--- src/shared/rts_cfg.svh ---
// Constants for the reset timeout sequencer.
`ifndef RTS_CFG_SVH
`define RTS_CFG_SVH

// ----------------------------------------------------------------------
// Timing
// ----------------------------------------------------------------------
`define RTS_CLK_PERIOD_NS 25
`define RTS_POWERUP_TIMER_TIME_NS 72000000
`define RTS_POWERUP_TIMER_CYCLES (`RTS_POWERUP_TIMER_TIME_NS / `RTS_CLK_PERIOD_NS)
`define RTS_BOR_MIN_TIME_NS 100000
`define RTS_BOR_MIN_CYCLES \
    ((`RTS_BOR_MIN_TIME_NS + `RTS_CLK_PERIOD_NS - 1) / `RTS_CLK_PERIOD_NS)
`define RTS_OST_TICKS 1024

// ----------------------------------------------------------------------
// Register indices (byte address is four times the index)
// ----------------------------------------------------------------------
`define RTS_IDX_STATUS 10'h003
`define RTS_IDX_POWER_RESET_FLAGS 10'h08E
`define RTS_IDX_CFG 10'h0A0
`define RTS_IDX_IRQ_STAT 10'h0A1
`define RTS_IDX_IRQ_MASK 10'h0A2

// ----------------------------------------------------------------------
// Fields and reset values
// ----------------------------------------------------------------------
`define RTS_STAT_TO_BIT 4
`define RTS_STAT_PD_BIT 3
`define RTS_POWER_RESET_FLAGS_BOR_BIT 0
`define RTS_POWER_RESET_FLAGS_POR_BIT 1
`define RTS_STATUS_RESET 8'h18
`define RTS_POWER_RESET_FLAGS_RESET 2'h0
`define RTS_CFG_RESET 4'hC
`define RTS_IRQ_W 4
`define RTS_VEC_RESET 13'h0000
`define RTS_VEC_INT 13'h0004
`define RTS_RESP_OKAY 2'h0
`define RTS_RESP_SLVERR 2'h2

`endif

--- src/shared/rts_pkg.sv ---
// Types shared by the reset timeout sequencer.
package rts_pkg;

    typedef enum logic [1:0] {
        OSC_LOW_POWER_CRYSTAL,
        OSC_CRYSTAL,
        OSC_HIGH_SPEED_CRYSTAL,
        OSC_RESISTOR_CAP
    } rts_osc_type;

    typedef enum logic [2:0] {
        KIND_POWER_ON,
        KIND_BROWNOUT,
        KIND_WDT,
        KIND_PIN,
        KIND_WAKE_WDT,
        KIND_WAKE_INT
    } rts_kind_type;

    typedef enum logic [2:0] {
        ST_HOLD,
        ST_POWERUP_TIMER,
        ST_OST,
        ST_RUN
    } rts_state_type;

    // Configuration word layout, MSB first
    typedef struct packed {
        rts_osc_type osc_mode;
        logic powerup_timer_disable_cfg;
        logic brownout_enable_cfg;
    } rts_cfg_type;

endpackage : rts_pkg

--- src/hw/rts_sequencer.sv ---
// Reset release sequencer with cause flags and an AXI4-Lite slave.
`timescale 1ns/100ps
`include "rts_cfg.svh"

module rts_sequencer
#(
    parameter int POWERUP_TIMER_CYCLES = `RTS_POWERUP_TIMER_CYCLES,
    parameter int BOR_MIN_CYCLES = `RTS_BOR_MIN_CYCLES,
    parameter int OST_TICKS = `RTS_OST_TICKS
)
(
    input wire logic I_CLK,
    input wire logic I_RST_B,
    input wire logic I_POR_PULSE,
    input wire logic I_BROWNOUT_DET,
    input wire logic I_EXT_RESET_PIN_N,
    input wire logic I_OSC_TICK,
    input wire logic I_SLEEPING,
    input wire logic I_WDT_TIMEOUT,
    input wire logic I_INT_WAKE,
    input wire logic I_GLOBAL_INT_ENABLE,
    input wire logic I_AWVALID,
    output logic O_AWREADY,
    input wire logic [11:0] I_AWADDR,
    input wire logic I_WVALID,
    output logic O_WREADY,
    input wire logic [31:0] I_WDATA,
    input wire logic [3:0] I_WSTRB,
    output logic O_BVALID,
    input wire logic I_BREADY,
    output logic [1:0] O_BRESP,
    input wire logic I_ARVALID,
    output logic O_ARREADY,
    input wire logic [11:0] I_ARADDR,
    output logic O_RVALID,
    input wire logic I_RREADY,
    output logic [31:0] O_RDATA,
    output logic [1:0] O_RRESP,
    output logic O_CORE_RESET,
    output logic O_RESUME,
    output logic O_INT_VECTOR,
    output logic [12:0] O_PC_TARGET,
    output logic O_IRQ
);
    import rts_pkg::*;

    localparam int PW = $clog2(POWERUP_TIMER_CYCLES + 1);
    localparam int BW = $clog2(BOR_MIN_CYCLES + 1);
    localparam int OW = $clog2(OST_TICKS + 1);
    localparam logic [PW-1:0] POWERUP_TIMER_LAST = PW'(POWERUP_TIMER_CYCLES - 1);
    localparam logic [BW-1:0] BOR_LAST = BW'(BOR_MIN_CYCLES - 1);
    localparam logic [OW-1:0] OST_LAST = OW'(OST_TICKS - 1);

    rts_state_type state;
    rts_state_type next_state;
    rts_kind_type kind;
    rts_kind_type next_kind;
    rts_cfg_type cfg;
    logic [PW-1:0] powerup_timer_cnt;
    logic [BW-1:0] bo_cnt;
    logic [OW-1:0] ost_cnt;
    logic bo_hold;
    logic pin_q;
    logic vec_pend;
    logic [7:0] stat;
    logic [1:0] power_reset_flags;
    logic [`RTS_IRQ_W-1:0] irq_stat;
    logic [`RTS_IRQ_W-1:0] irq_mask;
    logic [`RTS_IRQ_W-1:0] irq_ev;
    logic [`RTS_IRQ_W-1:0] next_irq;
    logic aw_got;
    logic w_got;
    logic [9:0] wr_idx;
    logic [7:0] wr_byte;
    logic wr_lane;
    logic wr_fire;
    logic rd_fire;
    logic [9:0] rd_idx;
    logic [31:0] rd_data;
    logic rd_hit;
    logic crystal;
    logic bo_low;
    logic bo_trip;
    logic hold_cond;
    logic quiet;
    logic run_ok;
    logic ev_por;
    logic ev_bor;
    logic ev_wdt_reset;
    logic ev_wdt_wake;
    logic ev_int_wake;
    logic ev_pin_fall;
    logic ev_pin_sleep;
    logic next_resume;

    // ------------------------------------------------------------------
    // Decoding helpers
    // ------------------------------------------------------------------
    function automatic logic is_wake(input rts_kind_type k);
        is_wake = (k == KIND_WAKE_WDT) || (k == KIND_WAKE_INT);
    endfunction : is_wake

    function automatic logic powerup_timer_on(input rts_kind_type k,
                                     input logic disable_cfg);
        powerup_timer_on = ((k == KIND_POWER_ON) || (k == KIND_BROWNOUT))
                  && !disable_cfg;
    endfunction : powerup_timer_on

    // Brown-out is a power-up path, so it also gets the start-up count
    function automatic logic ost_on(input rts_kind_type k, input logic xtal);
        ost_on = xtal && (k != KIND_WDT) && (k != KIND_PIN);
    endfunction : ost_on

    function automatic logic reg_known(input logic [9:0] idx);
        reg_known = (idx == `RTS_IDX_STATUS) || (idx == `RTS_IDX_POWER_RESET_FLAGS)
                    || (idx == `RTS_IDX_CFG) || (idx == `RTS_IDX_IRQ_STAT)
                    || (idx == `RTS_IDX_IRQ_MASK);
    endfunction : reg_known

    // ------------------------------------------------------------------
    // Reset causes
    // ------------------------------------------------------------------
    assign crystal = cfg.osc_mode != OSC_RESISTOR_CAP;
    assign bo_low = cfg.brownout_enable_cfg && I_BROWNOUT_DET;
    assign bo_trip = bo_low && !bo_hold && (bo_cnt == BOR_LAST);
    assign hold_cond = I_POR_PULSE || bo_hold || bo_low;
    assign quiet = !I_POR_PULSE && !bo_trip;
    assign run_ok = quiet && (state == ST_RUN);
    assign ev_por = I_POR_PULSE;
    assign ev_bor = !I_POR_PULSE && bo_trip;
    assign ev_wdt_reset = run_ok && I_WDT_TIMEOUT && !I_SLEEPING;
    assign ev_wdt_wake = run_ok && I_WDT_TIMEOUT && I_SLEEPING;
    assign ev_int_wake = run_ok && !I_WDT_TIMEOUT && I_INT_WAKE && I_SLEEPING;
    assign ev_pin_fall = quiet && pin_q && !I_EXT_RESET_PIN_N;
    assign ev_pin_sleep = ev_pin_fall && I_SLEEPING && (state == ST_RUN);

    // Dip filter: count only while the dip persists
    always_ff @(posedge I_CLK or negedge I_RST_B)
    begin
        if (!I_RST_B)
        begin
            bo_cnt <= '0;
            bo_hold <= 1'b0;
        end
        else
        begin
            if (!bo_low)
                bo_cnt <= '0;
            else if (bo_cnt != BOR_LAST)
                bo_cnt <= bo_cnt + 1'b1;
            if (bo_trip)
                bo_hold <= 1'b1;
            else if (!bo_low)
                bo_hold <= 1'b0;
        end
    end

    // ------------------------------------------------------------------
    // Sequencer
    // ------------------------------------------------------------------
    always_comb
    begin
        next_state = state;
        next_kind = kind;
        if (ev_por)
        begin
            next_state = ST_HOLD;
            next_kind = KIND_POWER_ON;
        end
        else if (ev_bor)
        begin
            next_state = ST_HOLD;
            next_kind = KIND_BROWNOUT;
        end
        else
        begin
            unique case (state)
                ST_HOLD:
                    if (!hold_cond)
                    begin
                        if (powerup_timer_on(kind, cfg.powerup_timer_disable_cfg))
                            next_state = ST_POWERUP_TIMER;
                        else if (ost_on(kind, crystal))
                            next_state = ST_OST;
                        else
                            next_state = ST_RUN;
                    end
                ST_POWERUP_TIMER:
                    if (powerup_timer_cnt == POWERUP_TIMER_LAST)
                        next_state = ost_on(kind, crystal) ? ST_OST : ST_RUN;
                ST_OST:
                    if (I_OSC_TICK && (ost_cnt == OST_LAST))
                        next_state = ST_RUN;
                ST_RUN:
                    if (ev_wdt_reset)
                    begin
                        next_state = ST_HOLD;
                        next_kind = KIND_WDT;
                    end
                    else if (ev_wdt_wake || ev_int_wake)
                    begin
                        next_kind = ev_wdt_wake ? KIND_WAKE_WDT
                                                : KIND_WAKE_INT;
                        next_state = ost_on(next_kind, crystal)
                                     ? ST_OST : ST_RUN;
                    end
                    else if (ev_pin_fall)
                        next_kind = KIND_PIN;
            endcase
        end
    end

    always_ff @(posedge I_CLK or negedge I_RST_B)
    begin
        if (!I_RST_B)
        begin
            state <= ST_HOLD;
            kind <= KIND_POWER_ON;
        end
        else
        begin
            state <= next_state;
            kind <= next_kind;
        end
    end

    // Timers restart whenever their state is entered afresh
    always_ff @(posedge I_CLK or negedge I_RST_B)
    begin
        if (!I_RST_B)
        begin
            powerup_timer_cnt <= '0;
            ost_cnt <= '0;
        end
        else
        begin
            if ((state == ST_POWERUP_TIMER) && (next_state == ST_POWERUP_TIMER))
                powerup_timer_cnt <= powerup_timer_cnt + 1'b1;
            else
                powerup_timer_cnt <= '0;
            if ((state == ST_OST) && (next_state == ST_OST))
                ost_cnt <= ost_cnt + OW'(I_OSC_TICK);
            else
                ost_cnt <= '0;
        end
    end

    // ------------------------------------------------------------------
    // Core control outputs
    // ------------------------------------------------------------------
    assign next_resume = is_wake(next_kind) && (next_state == ST_RUN)
                         && ((state == ST_OST) || ev_wdt_wake || ev_int_wake);

    always_ff @(posedge I_CLK or negedge I_RST_B)
    begin
        if (!I_RST_B)
        begin
            O_CORE_RESET <= 1'b1;
            O_RESUME <= 1'b0;
            O_INT_VECTOR <= 1'b0;
            O_PC_TARGET <= `RTS_VEC_RESET;
            vec_pend <= 1'b0;
            pin_q <= 1'b1;
        end
        else
        begin
            pin_q <= I_EXT_RESET_PIN_N;
            // Pin only gates the core; timers run on regardless
            O_CORE_RESET <= ((next_state != ST_RUN) && !is_wake(next_kind))
                            || !I_EXT_RESET_PIN_N;
            O_RESUME <= next_resume;
            // Enable is taken at the wake itself; a stale pending bit
            // must never vector a later watchdog wake
            O_INT_VECTOR <= next_resume && (ev_int_wake
                            ? I_GLOBAL_INT_ENABLE
                            : (vec_pend && !ev_wdt_wake));
            if (ev_int_wake)
                vec_pend <= I_GLOBAL_INT_ENABLE && !next_resume;
            else if (ev_wdt_wake || next_resume)
                vec_pend <= 1'b0;
            if (ev_int_wake && I_GLOBAL_INT_ENABLE)
                O_PC_TARGET <= `RTS_VEC_INT;
            else if (ev_por || ev_bor || ev_wdt_reset || ev_pin_fall)
                O_PC_TARGET <= `RTS_VEC_RESET;
        end
    end

    // ------------------------------------------------------------------
    // Cause flags
    // ------------------------------------------------------------------
    always_ff @(posedge I_CLK or negedge I_RST_B)
    begin
        if (!I_RST_B)
            stat <= `RTS_STATUS_RESET;
        else if (ev_por)
            stat <= `RTS_STATUS_RESET;
        else if (ev_bor)
            stat <= {3'h0, 2'h3, stat[2:0]};
        else if (ev_wdt_reset)
            stat <= {4'h0, stat[3:0]};
        else if (ev_wdt_wake)
            stat <= {stat[7:5], 2'h0, stat[2:0]};
        else if (ev_int_wake)
            stat <= {stat[7:5], 2'h2, stat[2:0]};
        else if (ev_pin_sleep)
            stat <= {3'h0, 2'h2, stat[2:0]};
        else if (ev_pin_fall)
            stat <= {3'h0, stat[4:0]};
        else if (wr_fire && wr_lane && (wr_idx == `RTS_IDX_STATUS))
            stat <= {wr_byte[7:5], stat[4:3], wr_byte[2:0]};
    end

    // Hardware clear beats a same-cycle software write, bit by bit
    always_ff @(posedge I_CLK or negedge I_RST_B)
    begin
        if (!I_RST_B)
            power_reset_flags <= `RTS_POWER_RESET_FLAGS_RESET;
        else
        begin
            if (ev_por)
                power_reset_flags[`RTS_POWER_RESET_FLAGS_POR_BIT] <= 1'b0;
            else if (wr_fire && wr_lane && (wr_idx == `RTS_IDX_POWER_RESET_FLAGS))
                power_reset_flags[`RTS_POWER_RESET_FLAGS_POR_BIT] <= wr_byte[`RTS_POWER_RESET_FLAGS_POR_BIT];
            if (ev_bor)
                power_reset_flags[`RTS_POWER_RESET_FLAGS_BOR_BIT] <= 1'b0;
            else if (wr_fire && wr_lane && (wr_idx == `RTS_IDX_POWER_RESET_FLAGS))
                power_reset_flags[`RTS_POWER_RESET_FLAGS_BOR_BIT] <= wr_byte[`RTS_POWER_RESET_FLAGS_BOR_BIT];
        end
    end

    always_ff @(posedge I_CLK or negedge I_RST_B)
    begin
        if (!I_RST_B)
            cfg <= `RTS_CFG_RESET;
        else if (wr_fire && wr_lane && (wr_idx == `RTS_IDX_CFG))
            cfg <= wr_byte[3:0];
    end

    // ------------------------------------------------------------------
    // Interrupts: sticky, cleared by reading, new events win
    // ------------------------------------------------------------------
    assign irq_ev = {ev_wdt_wake || ev_int_wake, ev_pin_fall,
                     ev_wdt_reset, ev_bor};
    assign next_irq = (irq_stat & ~{`RTS_IRQ_W{rd_fire
                      && (rd_idx == `RTS_IDX_IRQ_STAT)}}) | irq_ev;

    always_ff @(posedge I_CLK or negedge I_RST_B)
    begin
        if (!I_RST_B)
        begin
            irq_stat <= '0;
            irq_mask <= '0;
            O_IRQ <= 1'b0;
        end
        else
        begin
            irq_stat <= next_irq;
            if (wr_fire && wr_lane && (wr_idx == `RTS_IDX_IRQ_MASK))
                irq_mask <= wr_byte[`RTS_IRQ_W-1:0];
            O_IRQ <= |(next_irq & irq_mask);
        end
    end

    // ------------------------------------------------------------------
    // AXI4-Lite slave
    // ------------------------------------------------------------------
    assign wr_fire = aw_got && w_got && !O_BVALID;
    assign rd_fire = I_ARVALID && O_ARREADY;
    assign rd_idx = I_ARADDR[11:2];

    always_ff @(posedge I_CLK or negedge I_RST_B)
    begin
        if (!I_RST_B)
        begin
            aw_got <= 1'b0;
            w_got <= 1'b0;
            wr_idx <= '0;
            wr_byte <= '0;
            wr_lane <= 1'b0;
            O_AWREADY <= 1'b1;
            O_WREADY <= 1'b1;
            O_BVALID <= 1'b0;
            O_BRESP <= `RTS_RESP_OKAY;
        end
        else
        begin
            if (I_AWVALID && O_AWREADY)
            begin
                aw_got <= 1'b1;
                O_AWREADY <= 1'b0;
                wr_idx <= I_AWADDR[11:2];
            end
            if (I_WVALID && O_WREADY)
            begin
                w_got <= 1'b1;
                O_WREADY <= 1'b0;
                wr_byte <= I_WDATA[7:0];
                wr_lane <= I_WSTRB[0];
            end
            if (wr_fire)
            begin
                O_BVALID <= 1'b1;
                O_BRESP <= reg_known(wr_idx) ? `RTS_RESP_OKAY
                                             : `RTS_RESP_SLVERR;
            end
            else if (O_BVALID && I_BREADY)
            begin
                O_BVALID <= 1'b0;
                aw_got <= 1'b0;
                w_got <= 1'b0;
                O_AWREADY <= 1'b1;
                O_WREADY <= 1'b1;
            end
        end
    end

    always_comb
    begin
        rd_data = '0;
        rd_hit = reg_known(rd_idx);
        if (rd_idx == `RTS_IDX_STATUS)
            rd_data[7:0] = stat;
        else if (rd_idx == `RTS_IDX_POWER_RESET_FLAGS)
            rd_data[1:0] = power_reset_flags;
        else if (rd_idx == `RTS_IDX_CFG)
            rd_data[3:0] = cfg;
        else if (rd_idx == `RTS_IDX_IRQ_STAT)
            rd_data[`RTS_IRQ_W-1:0] = irq_stat;
        else if (rd_idx == `RTS_IDX_IRQ_MASK)
            rd_data[`RTS_IRQ_W-1:0] = irq_mask;
    end

    always_ff @(posedge I_CLK or negedge I_RST_B)
    begin
        if (!I_RST_B)
        begin
            O_ARREADY <= 1'b1;
            O_RVALID <= 1'b0;
            O_RDATA <= '0;
            O_RRESP <= `RTS_RESP_OKAY;
        end
        else if (rd_fire)
        begin
            O_ARREADY <= 1'b0;
            O_RVALID <= 1'b1;
            O_RDATA <= rd_data;
            O_RRESP <= rd_hit ? `RTS_RESP_OKAY : `RTS_RESP_SLVERR;
        end
        else if (O_RVALID && I_RREADY)
        begin
            O_RVALID <= 1'b0;
            O_ARREADY <= 1'b1;
        end
    end
endmodule : rts_sequencer

--- config.mk ---
export PLATFORM = sky130hd
export DESIGN_NAME = rts_sequencer
export DESIGN_NICKNAME = d
export VERILOG_FILES = /design/src/shared/rts_pkg.sv /design/src/hw/rts_sequencer.sv
export VERILOG_INCLUDE_DIRS = /design/src /design/src/shared
export SDC_FILE = /design/constraint.sdc
export NUM_CORES = 1
export LEC_CHECK = 0
export ABC_CLOCK_PERIOD_IN_PS = 2500
export BUFFER_PORTS_ARGS = -buffer_cell sky130_fd_sc_hd__buf_2
export CAP_MARGIN = 10
export CORE_UTILIZATION = 25
export CTS_CLUSTER_SIZE = 20
export DETAILED_ROUTE_END_ITERATION = 8
export GPL_ROUTABILITY_DRIVEN = 0
export GPL_TIMING_DRIVEN = 0
export PLACE_DENSITY = 0.48
export SYNTH_ARGS = -nofsm -noshare
export SYNTH_HDL_FRONTEND = slang
export SYNTH_SLANG_ARGS = --single-unit
--- constraint.sdc ---
create_clock -name I_CLK -period 2.5 [get_ports I_CLK]
set_clock_uncertainty 0.05 [all_clocks]
set_input_delay 0.375 -clock I_CLK [delete_from_list [all_inputs] [get_ports I_CLK]]
set_output_delay 0.375 -clock I_CLK [all_outputs]
set_load 0.01 [all_outputs]
==> results of run 1 <==
## synthesized netlist by cell type (all sizes together), types with 5 or more instances
cell type  count  area (µm²)
a21oi         13        65.1
and3          13        81.3
buf           41         300
clkbuf         7        26.3
dfrtp        106        2650
dfstp          9         236
inv           16        60.1
mux2          29         327
mux2i         11         110
nand2         52         195
nand2b         7        43.8
nand3         20         100
nand4         10        62.6
nand4b         5        58.8
nor2          66         248
nor3           9        50.1
nor4          11         111
o21ai         26         130
xnor2         16         140
xor2          20         175
## timing repair
item	CTS	global route
resized for setup	1	4
hold endpoints to repair	32	0
setup buffers	0	2
hold buffers	1	0
endpoints found under the setup margin	2	5
pin swaps	1	1
## per-stage QoR
step,worst slack (ns),utilization [%],total power [µW]
after floorplan,0.336,-,2890
final,0.155,32.5,6070
after CTS,0.00353,32.3,6150
after global placement,-0.610,29.0,3170
after global routing,0.00659,32.5,6360
after detailed placement,-0.124,29.2,3190
## layer usage
metal / part of all wire [%] / routed length (µm) / up-vias
met5: 0 / 0 / -
met3: 5.0 / 651 / 16
met1: 49 / 6300 / 2008
met4: 1.7 / 223 / 0
met2: 44 / 5720 / 85
li1: - / - / 2127
## area by class of cell
class | count | area, µm²
Clock inverter | 9 | 223
Tap cell | 285 | 357
Clock buffer | 22 | 484
Buffer | 48 | 329
Multi-Input combinational cell | 415 | 2640
Timing Repair Buffer | 65 | 364
Inverter | 16 | 60.1
Fill cell | 2316 | 15300
Sequential cell | 115 | 2890
Antenna cell | 1 | 2.50
## worst min path at each step
stage | startpoint | endpoint | slack [ns] | depth (start not counted)
final | I_EXT_RESET_PIN_N | pin_q | 0.04 | 1
after global routing | I_EXT_RESET_PIN_N | pin_q | 0.03 | 1
after CTS | I_EXT_RESET_PIN_N | pin_q | 0.02 | 1
after detailed placement | I_RST_B | ost_cnt[5] | 0.26 | 1
after global placement | O_RRESP[1] | O_RRESP[1] | 0.41 | 1
after floorplan | I_RST_B | O_BRESP[1] | 0.03 | 0
## worst max-delay path, stage by stage (launching register included)
cell and delay [ns]:
dfrtp_1 0.38, ha_1 0.22, nand4_1 0.28, nor3_4 0.46
nand2b_1 0.16, a31oi_1 0.30, mux2_2 0.38
## placed cells by master (no fill, tap or decap), drive strengths merged, types with 3 or more instances in the layout
| cell | n |
|---|---|
| nor4 | 11 |
| inv | 16 |
| a31oi | 4 |
| clkbuf | 29 |
| mux2i | 11 |
| a2bb2oi | 3 |
| buf | 105 |
| dfstp | 9 |
| ha | 4 |
| nand3 | 20 |
| conb | 38 |
| nand2b | 7 |
| xor2 | 20 |
| bufinv | 7 |
| or3 | 3 |
| a21oi | 13 |
| and4 | 3 |
| a22oi | 4 |
| o21a | 3 |
| nor2 | 66 |
| a221oi | 3 |
| and3 | 13 |
| nor2b | 4 |
| a21o | 3 |
| dfrtp | 106 |
| xnor2 | 16 |
| nand4b | 5 |
| nand2 | 52 |
| nor3 | 9 |
| nand3b | 4 |
| mux2 | 29 |
| nand4 | 10 |
| or4 | 3 |
| o21ai | 26 |
## power by group
group	switching, µW	internal, µW	total (µW)
clock	845	2070	2910
sequential	227	2150	2370
combinational	383	396	778
total	1450	4610	6070
## sequential cells by signal, indices dropped and copies added (netlist names), 2 cells and up
signal             flops
kind                   2
stat                   8
bo_cnt                12
O_RDATA                8
ost_cnt               11
irq_stat               4
cfg                    4
powerup_timer_cnt     22
irq_mask               4
wr_byte                7
wr_idx                10
state                  3
power_reset_flags      2
## kinds of logic (layout without fill, tap and decap cells)
| logic type | count (synthesis) | after routing | share of synthesized area (%) |
|---|---|---|---|
| mux | 40 | 40 | 7.57 |
| other cells | 1 | 39 | 0.0650 |
| fa+ha+maj | 4 | 4 | 0.867 |
| flops | 115 | 115 | 50.1 |
| compound gates | 73 | 73 | 8.30 |
| buf+inv | 64 | 160 | 6.70 |
| simple gates | 224 | 224 | 21.0 |
| xor+xnor | 36 | 36 | 5.46 |
==> out/qor.yml, run 1 <==
outcome: "finished, final reports clean"
post_dp_cell_area_um2: 6610
r2r_start: "bo_cnt[0]"
fp.dieH_um: 154
fin_crit_sh_pct: 93.8
leakagePower_uw: 0.00340
startpoint_type: "flip-flop"
routed_wl_um: 12900
path_class: "reg2reg"
grt_use_met3_pct: 3.44
ctsLongestPathBuffers: 2
die_w_um: 154
synth_top_flop_cell: "dfrtp_1"
grt_busiest_layer: "met2"
first_iter_violations: 256
grt_pass1_wl_um: 21600
synth-seq-cells: 115
antenna_found_initial: 1
syn_to_final_growth_pct: 27.4
postSynthCellCount: 557
core.rowCount: 55
grt_remaining_overflow: 0
groute.usage.overall_pct: 11.7
finalMaxSlewViolations: 0
drv_cap: 0
worst_hold_slack_ns: 0.0401
dp.cells: 941
syn-cell-area_um2: 5770
cp-end-kind: "flip-flop"
required_ns: 2.75
cp-startpoint: "bo_cnt[0]"
setup-tns-final_ns: 0
maxSlewHeadroom_pct: 34.6
ios: 133
fmax_mhz: 426
hold_class: "in2reg"
vdd.ir_drop.worst_uv: 271
cp-endpoint: "stat[1]"
drc_errors: 0
tightestPinTransition_ns: 0.973
r2r_end: "stat[1]"
vias_per_cell: 4.34
grt_max_degree: 82
core_area_um2: 22600
yosysSeqAreaShare_pct: 50.1
period_minus_slack_ns: 2.35
detail-route-antenna-nets: 0
drtPass1Iterations: 4
synth_cell_type_count: 65
crit_path_max_fanout: 9
grt_use_met1_pct: 15.8
reg2reg_depth: 6
cp_data_arrival_time_ns: 2.59
cts.reportedPaths.clkPinSlew_ns: 0.06
synth.avg_cell_area_um2: 10.4
start_util_pct: 25.5
ctsRootBufferMaster: "clkbuf_16"
numCtsBuffers: 17
drive_gt1_share_pct: 26.1
grt_pass1_vias: 4153
die_area_um2: 23700
synth_edf_count: 0
final_cell_area_um2: 7350
dpl.hpwl_um: 9280
ys_warn_count: 0
h-tree-depth: 4
finalSetupViolations: 0
synthArstFlopShare_pct: 100
rsz0062_at_grt: "no"
hold_viol: 0
pwr_density_cell_nw_per_um2: 825
cts_tree: "yes"
nets: 757
grtUsageMet2_pct: 17.2
instances_no_fill: 976
cts_num_sinks: 115
clock_latency_ns: 0.42
r2r_slack_ns: 0.15
dr_total_vias: 4236
wire_per_inst_um: 13.2
io_buffers: 61
Note: power is estimated with default switching activity, not from simulation.
==> inputs of run 2 (changes only) <==
--- a/config.mk
+++ b/config.mk
@@ -14,7 +14,6 @@
 export DETAILED_ROUTE_END_ITERATION = 8
 export GPL_ROUTABILITY_DRIVEN = 0
 export GPL_TIMING_DRIVEN = 0
-export PLACE_DENSITY = 0.48
 export SYNTH_ARGS = -nofsm -noshare
 export SYNTH_HDL_FRONTEND = slang
 export SYNTH_SLANG_ARGS = --single-unit
==> run 2 against run 1 <==
  * Sequential share of layout area up 0.30 points
  * Critical path depth unchanged
  * Die area unchanged
  * First-iteration DRC count up 6.3%
  * Combinational power down 0.5%
  * Non-clock buffer count down 1
  * Critical path type unchanged
  * Critical endpoint is now stat[2]
==> out/qor.yml, run 2 (synthesis gave the netlist of run 1 again) <==
post_dp_cell_area_um2: 6610  # unchanged
antenna_found_initial: 2  # +1
finalSetupViolations: 0  # unchanged
grt_max_degree: 91  # +11%
die_w_um: 154  # unchanged
regMostFlops: "powerup_timer_cnt"
cts.reportedPaths.clkPinSlew_ns: 0.05  # about the same
final_common_cell: "dfrtp_1"
drtPass1Iterations: 4  # unchanged
drive_gt1_share_pct: 26.1  # unchanged
cts_num_sinks: 115  # unchanged
syn_to_final_growth_pct: 26.4
start_util_pct: 25.5  # unchanged
setup-tns-final_ns: 0  # unchanged
fill_cells: 2343  # +1.2%
finalMaxSlewViolations: 0  # unchanged
ctsLongestPathBuffers: 2  # unchanged
groute.usage.overall_pct: 11.7  # +0.043 points
cts_tree: "yes"
drc_errors: 0  # unchanged
path_class: "reg2reg"
core.rowCount: 55  # unchanged
dpl.hpwl_um: 9270  # -0.14%
io_buffers: 61  # unchanged
instances_no_fill: 976  # unchanged
fmax_mhz: 429  # +0.51%
routed_wl_um: 12800  # -0.60%
hold_class: "in2reg"
top_regs: "powerup_timer_cnt (22), bo_cnt (12), ost_cnt (11)"
detail-route-antenna-nets: 0  # unchanged
h-tree-depth: 4  # unchanged
vdd.ir_drop.worst_uv: 417  # +54%
final_util_pct: 32.2  # -0.25 points
die_area_um2: 23700  # unchanged
fp.dieH_um: 154  # unchanged
crit_path_max_fanout: 9  # unchanged
multiInputGateArea_um2: 2650  # +0.19%
startpoint_type: "flip-flop"
largest_reg_flops: 22  # unchanged
ctsRootBufferMaster: "clkbuf_16"
seq_area_um2: 2890  # unchanged
dp.cells: 941  # unchanged
outcome: "finished, final reports clean"
pwr_density_cell_nw_per_um2: 800  # -3.0%
nets: 756  # -0.13%
period_minus_slack_ns: 2.33  # -0.0118 ns
required_ns: 2.75  # about the same
ios: 133  # unchanged
grt_remaining_overflow: 0  # unchanged
grt_pass1_vias: 4161  # +0.19%
cp-end-kind: "flip-flop"
numCtsBuffers: 17  # unchanged
dr_total_vias: 4275  # +0.92%
maxSlewHeadroom_pct: 37.8  # +3.2 points
final_cell_area_um2: 7290  # -0.77%
vias_per_cell: 4.38  # +0.92%
hold_viol: 0  # unchanged
layout_common_cells: "dfrtp_1 (106), nor2_1 (65), buf_2 (63), nand2_1 (52), buf_4 (39)"
wire_per_inst_um: 13.1  # -0.60%
tightestPinTransition_ns: 0.925  # -0.0474 ns
cp_data_arrival_time_ns: 2.58  # about the same
first_iter_violations: 272  # +6.3%
fin_crit_sh_pct: 93.3  # -0.47 points
grt_pass1_wl_um: 21700  # +0.25%
p_total_uw: 5840  # -3.7%
core_area_um2: 22600  # unchanged
clock_latency_ns: 0.42  # about the same
leakagePower_uw: 0.00338  # -0.70%
drv_cap: 0  # unchanged
rsz0062_at_grt: "no"
==> run 2: final cells by class <==
type,count,area share [%]
Buffer,48,4.51
Antenna cell,1,0.0343
Multi-Input combinational cell,415,36.3
Tap cell,285,4.89
Clock buffer,22,6.50
Sequential cell,115,39.6
Timing Repair Buffer,64,4.89
Clock inverter,10,2.45
Inverter,16,0.823
==> run 2: metal layers <==
layer | track usage, % | part of all wire (%) | vias up
met2 | 17.0 | 43 | 100
met5 | 0 | 0 | -
met3 | 3.75 | 4.7 | 14
met4 | 5.57 | 1.8 | 0
met1 | 15.7 | 50 | 2030
li1 | - | - | 2131
==> run 2: where the power goes <==
part	switching [µW]	total (µW)	internal (µW)
sequential	237	2380	2150
clock	839	2680	1840
combinational	378	774	396
total	1450	5840	4380
==> run 2: worst max-delay path, stage by stage (launching register included) <==
cell and delay, ns:
dfrtp_1 0.38, ha_1 0.23, nand4_1 0.27, nor3_4 0.46
nand2b_1 0.16, a31oi_1 0.31, mux2_2 0.38
==> run 2: what timing repair did <==
item | CTS | global route
resized for setup | 0 | 7
setup endpoints to repair | 2 | 14
hold buffers | 1 | 0
pin swaps | 1 | 0
setup buffers | 1 | 0
endpoints found under the hold margin | 23 | 0
==> run 2: path summary, 6_finish.rpt <==
kind	startpoint	to	slack (ns)	depth (start not counted)
setup reg to reg	bo_cnt[0]	stat[2]	0.17	6
max in group asynchronous	I_RST_B	stat[3]	1.33	3
hold / removal	I_EXT_RESET_PIN_N	pin_q	0.05	1
setup / recovery	bo_cnt[0]	stat[2]	0.17	6
min in group asynchronous	I_RST_B	O_RESUME	0.35	2
hold reg to reg	O_RDATA[4]	O_RDATA[4]	0.43	2
==> run 2: per-stage QoR <==
step | hold WS (ns) | setup WS [ns]
after floorplan | 0.0294 | 0.336
after global placement | 0.409 | -0.570
after detailed placement | 0.213 | -0.124
after CTS | 0.0325 | 0.00829
after global routing | 0.0338 | 0.0174
final | 0.0456 | 0.167
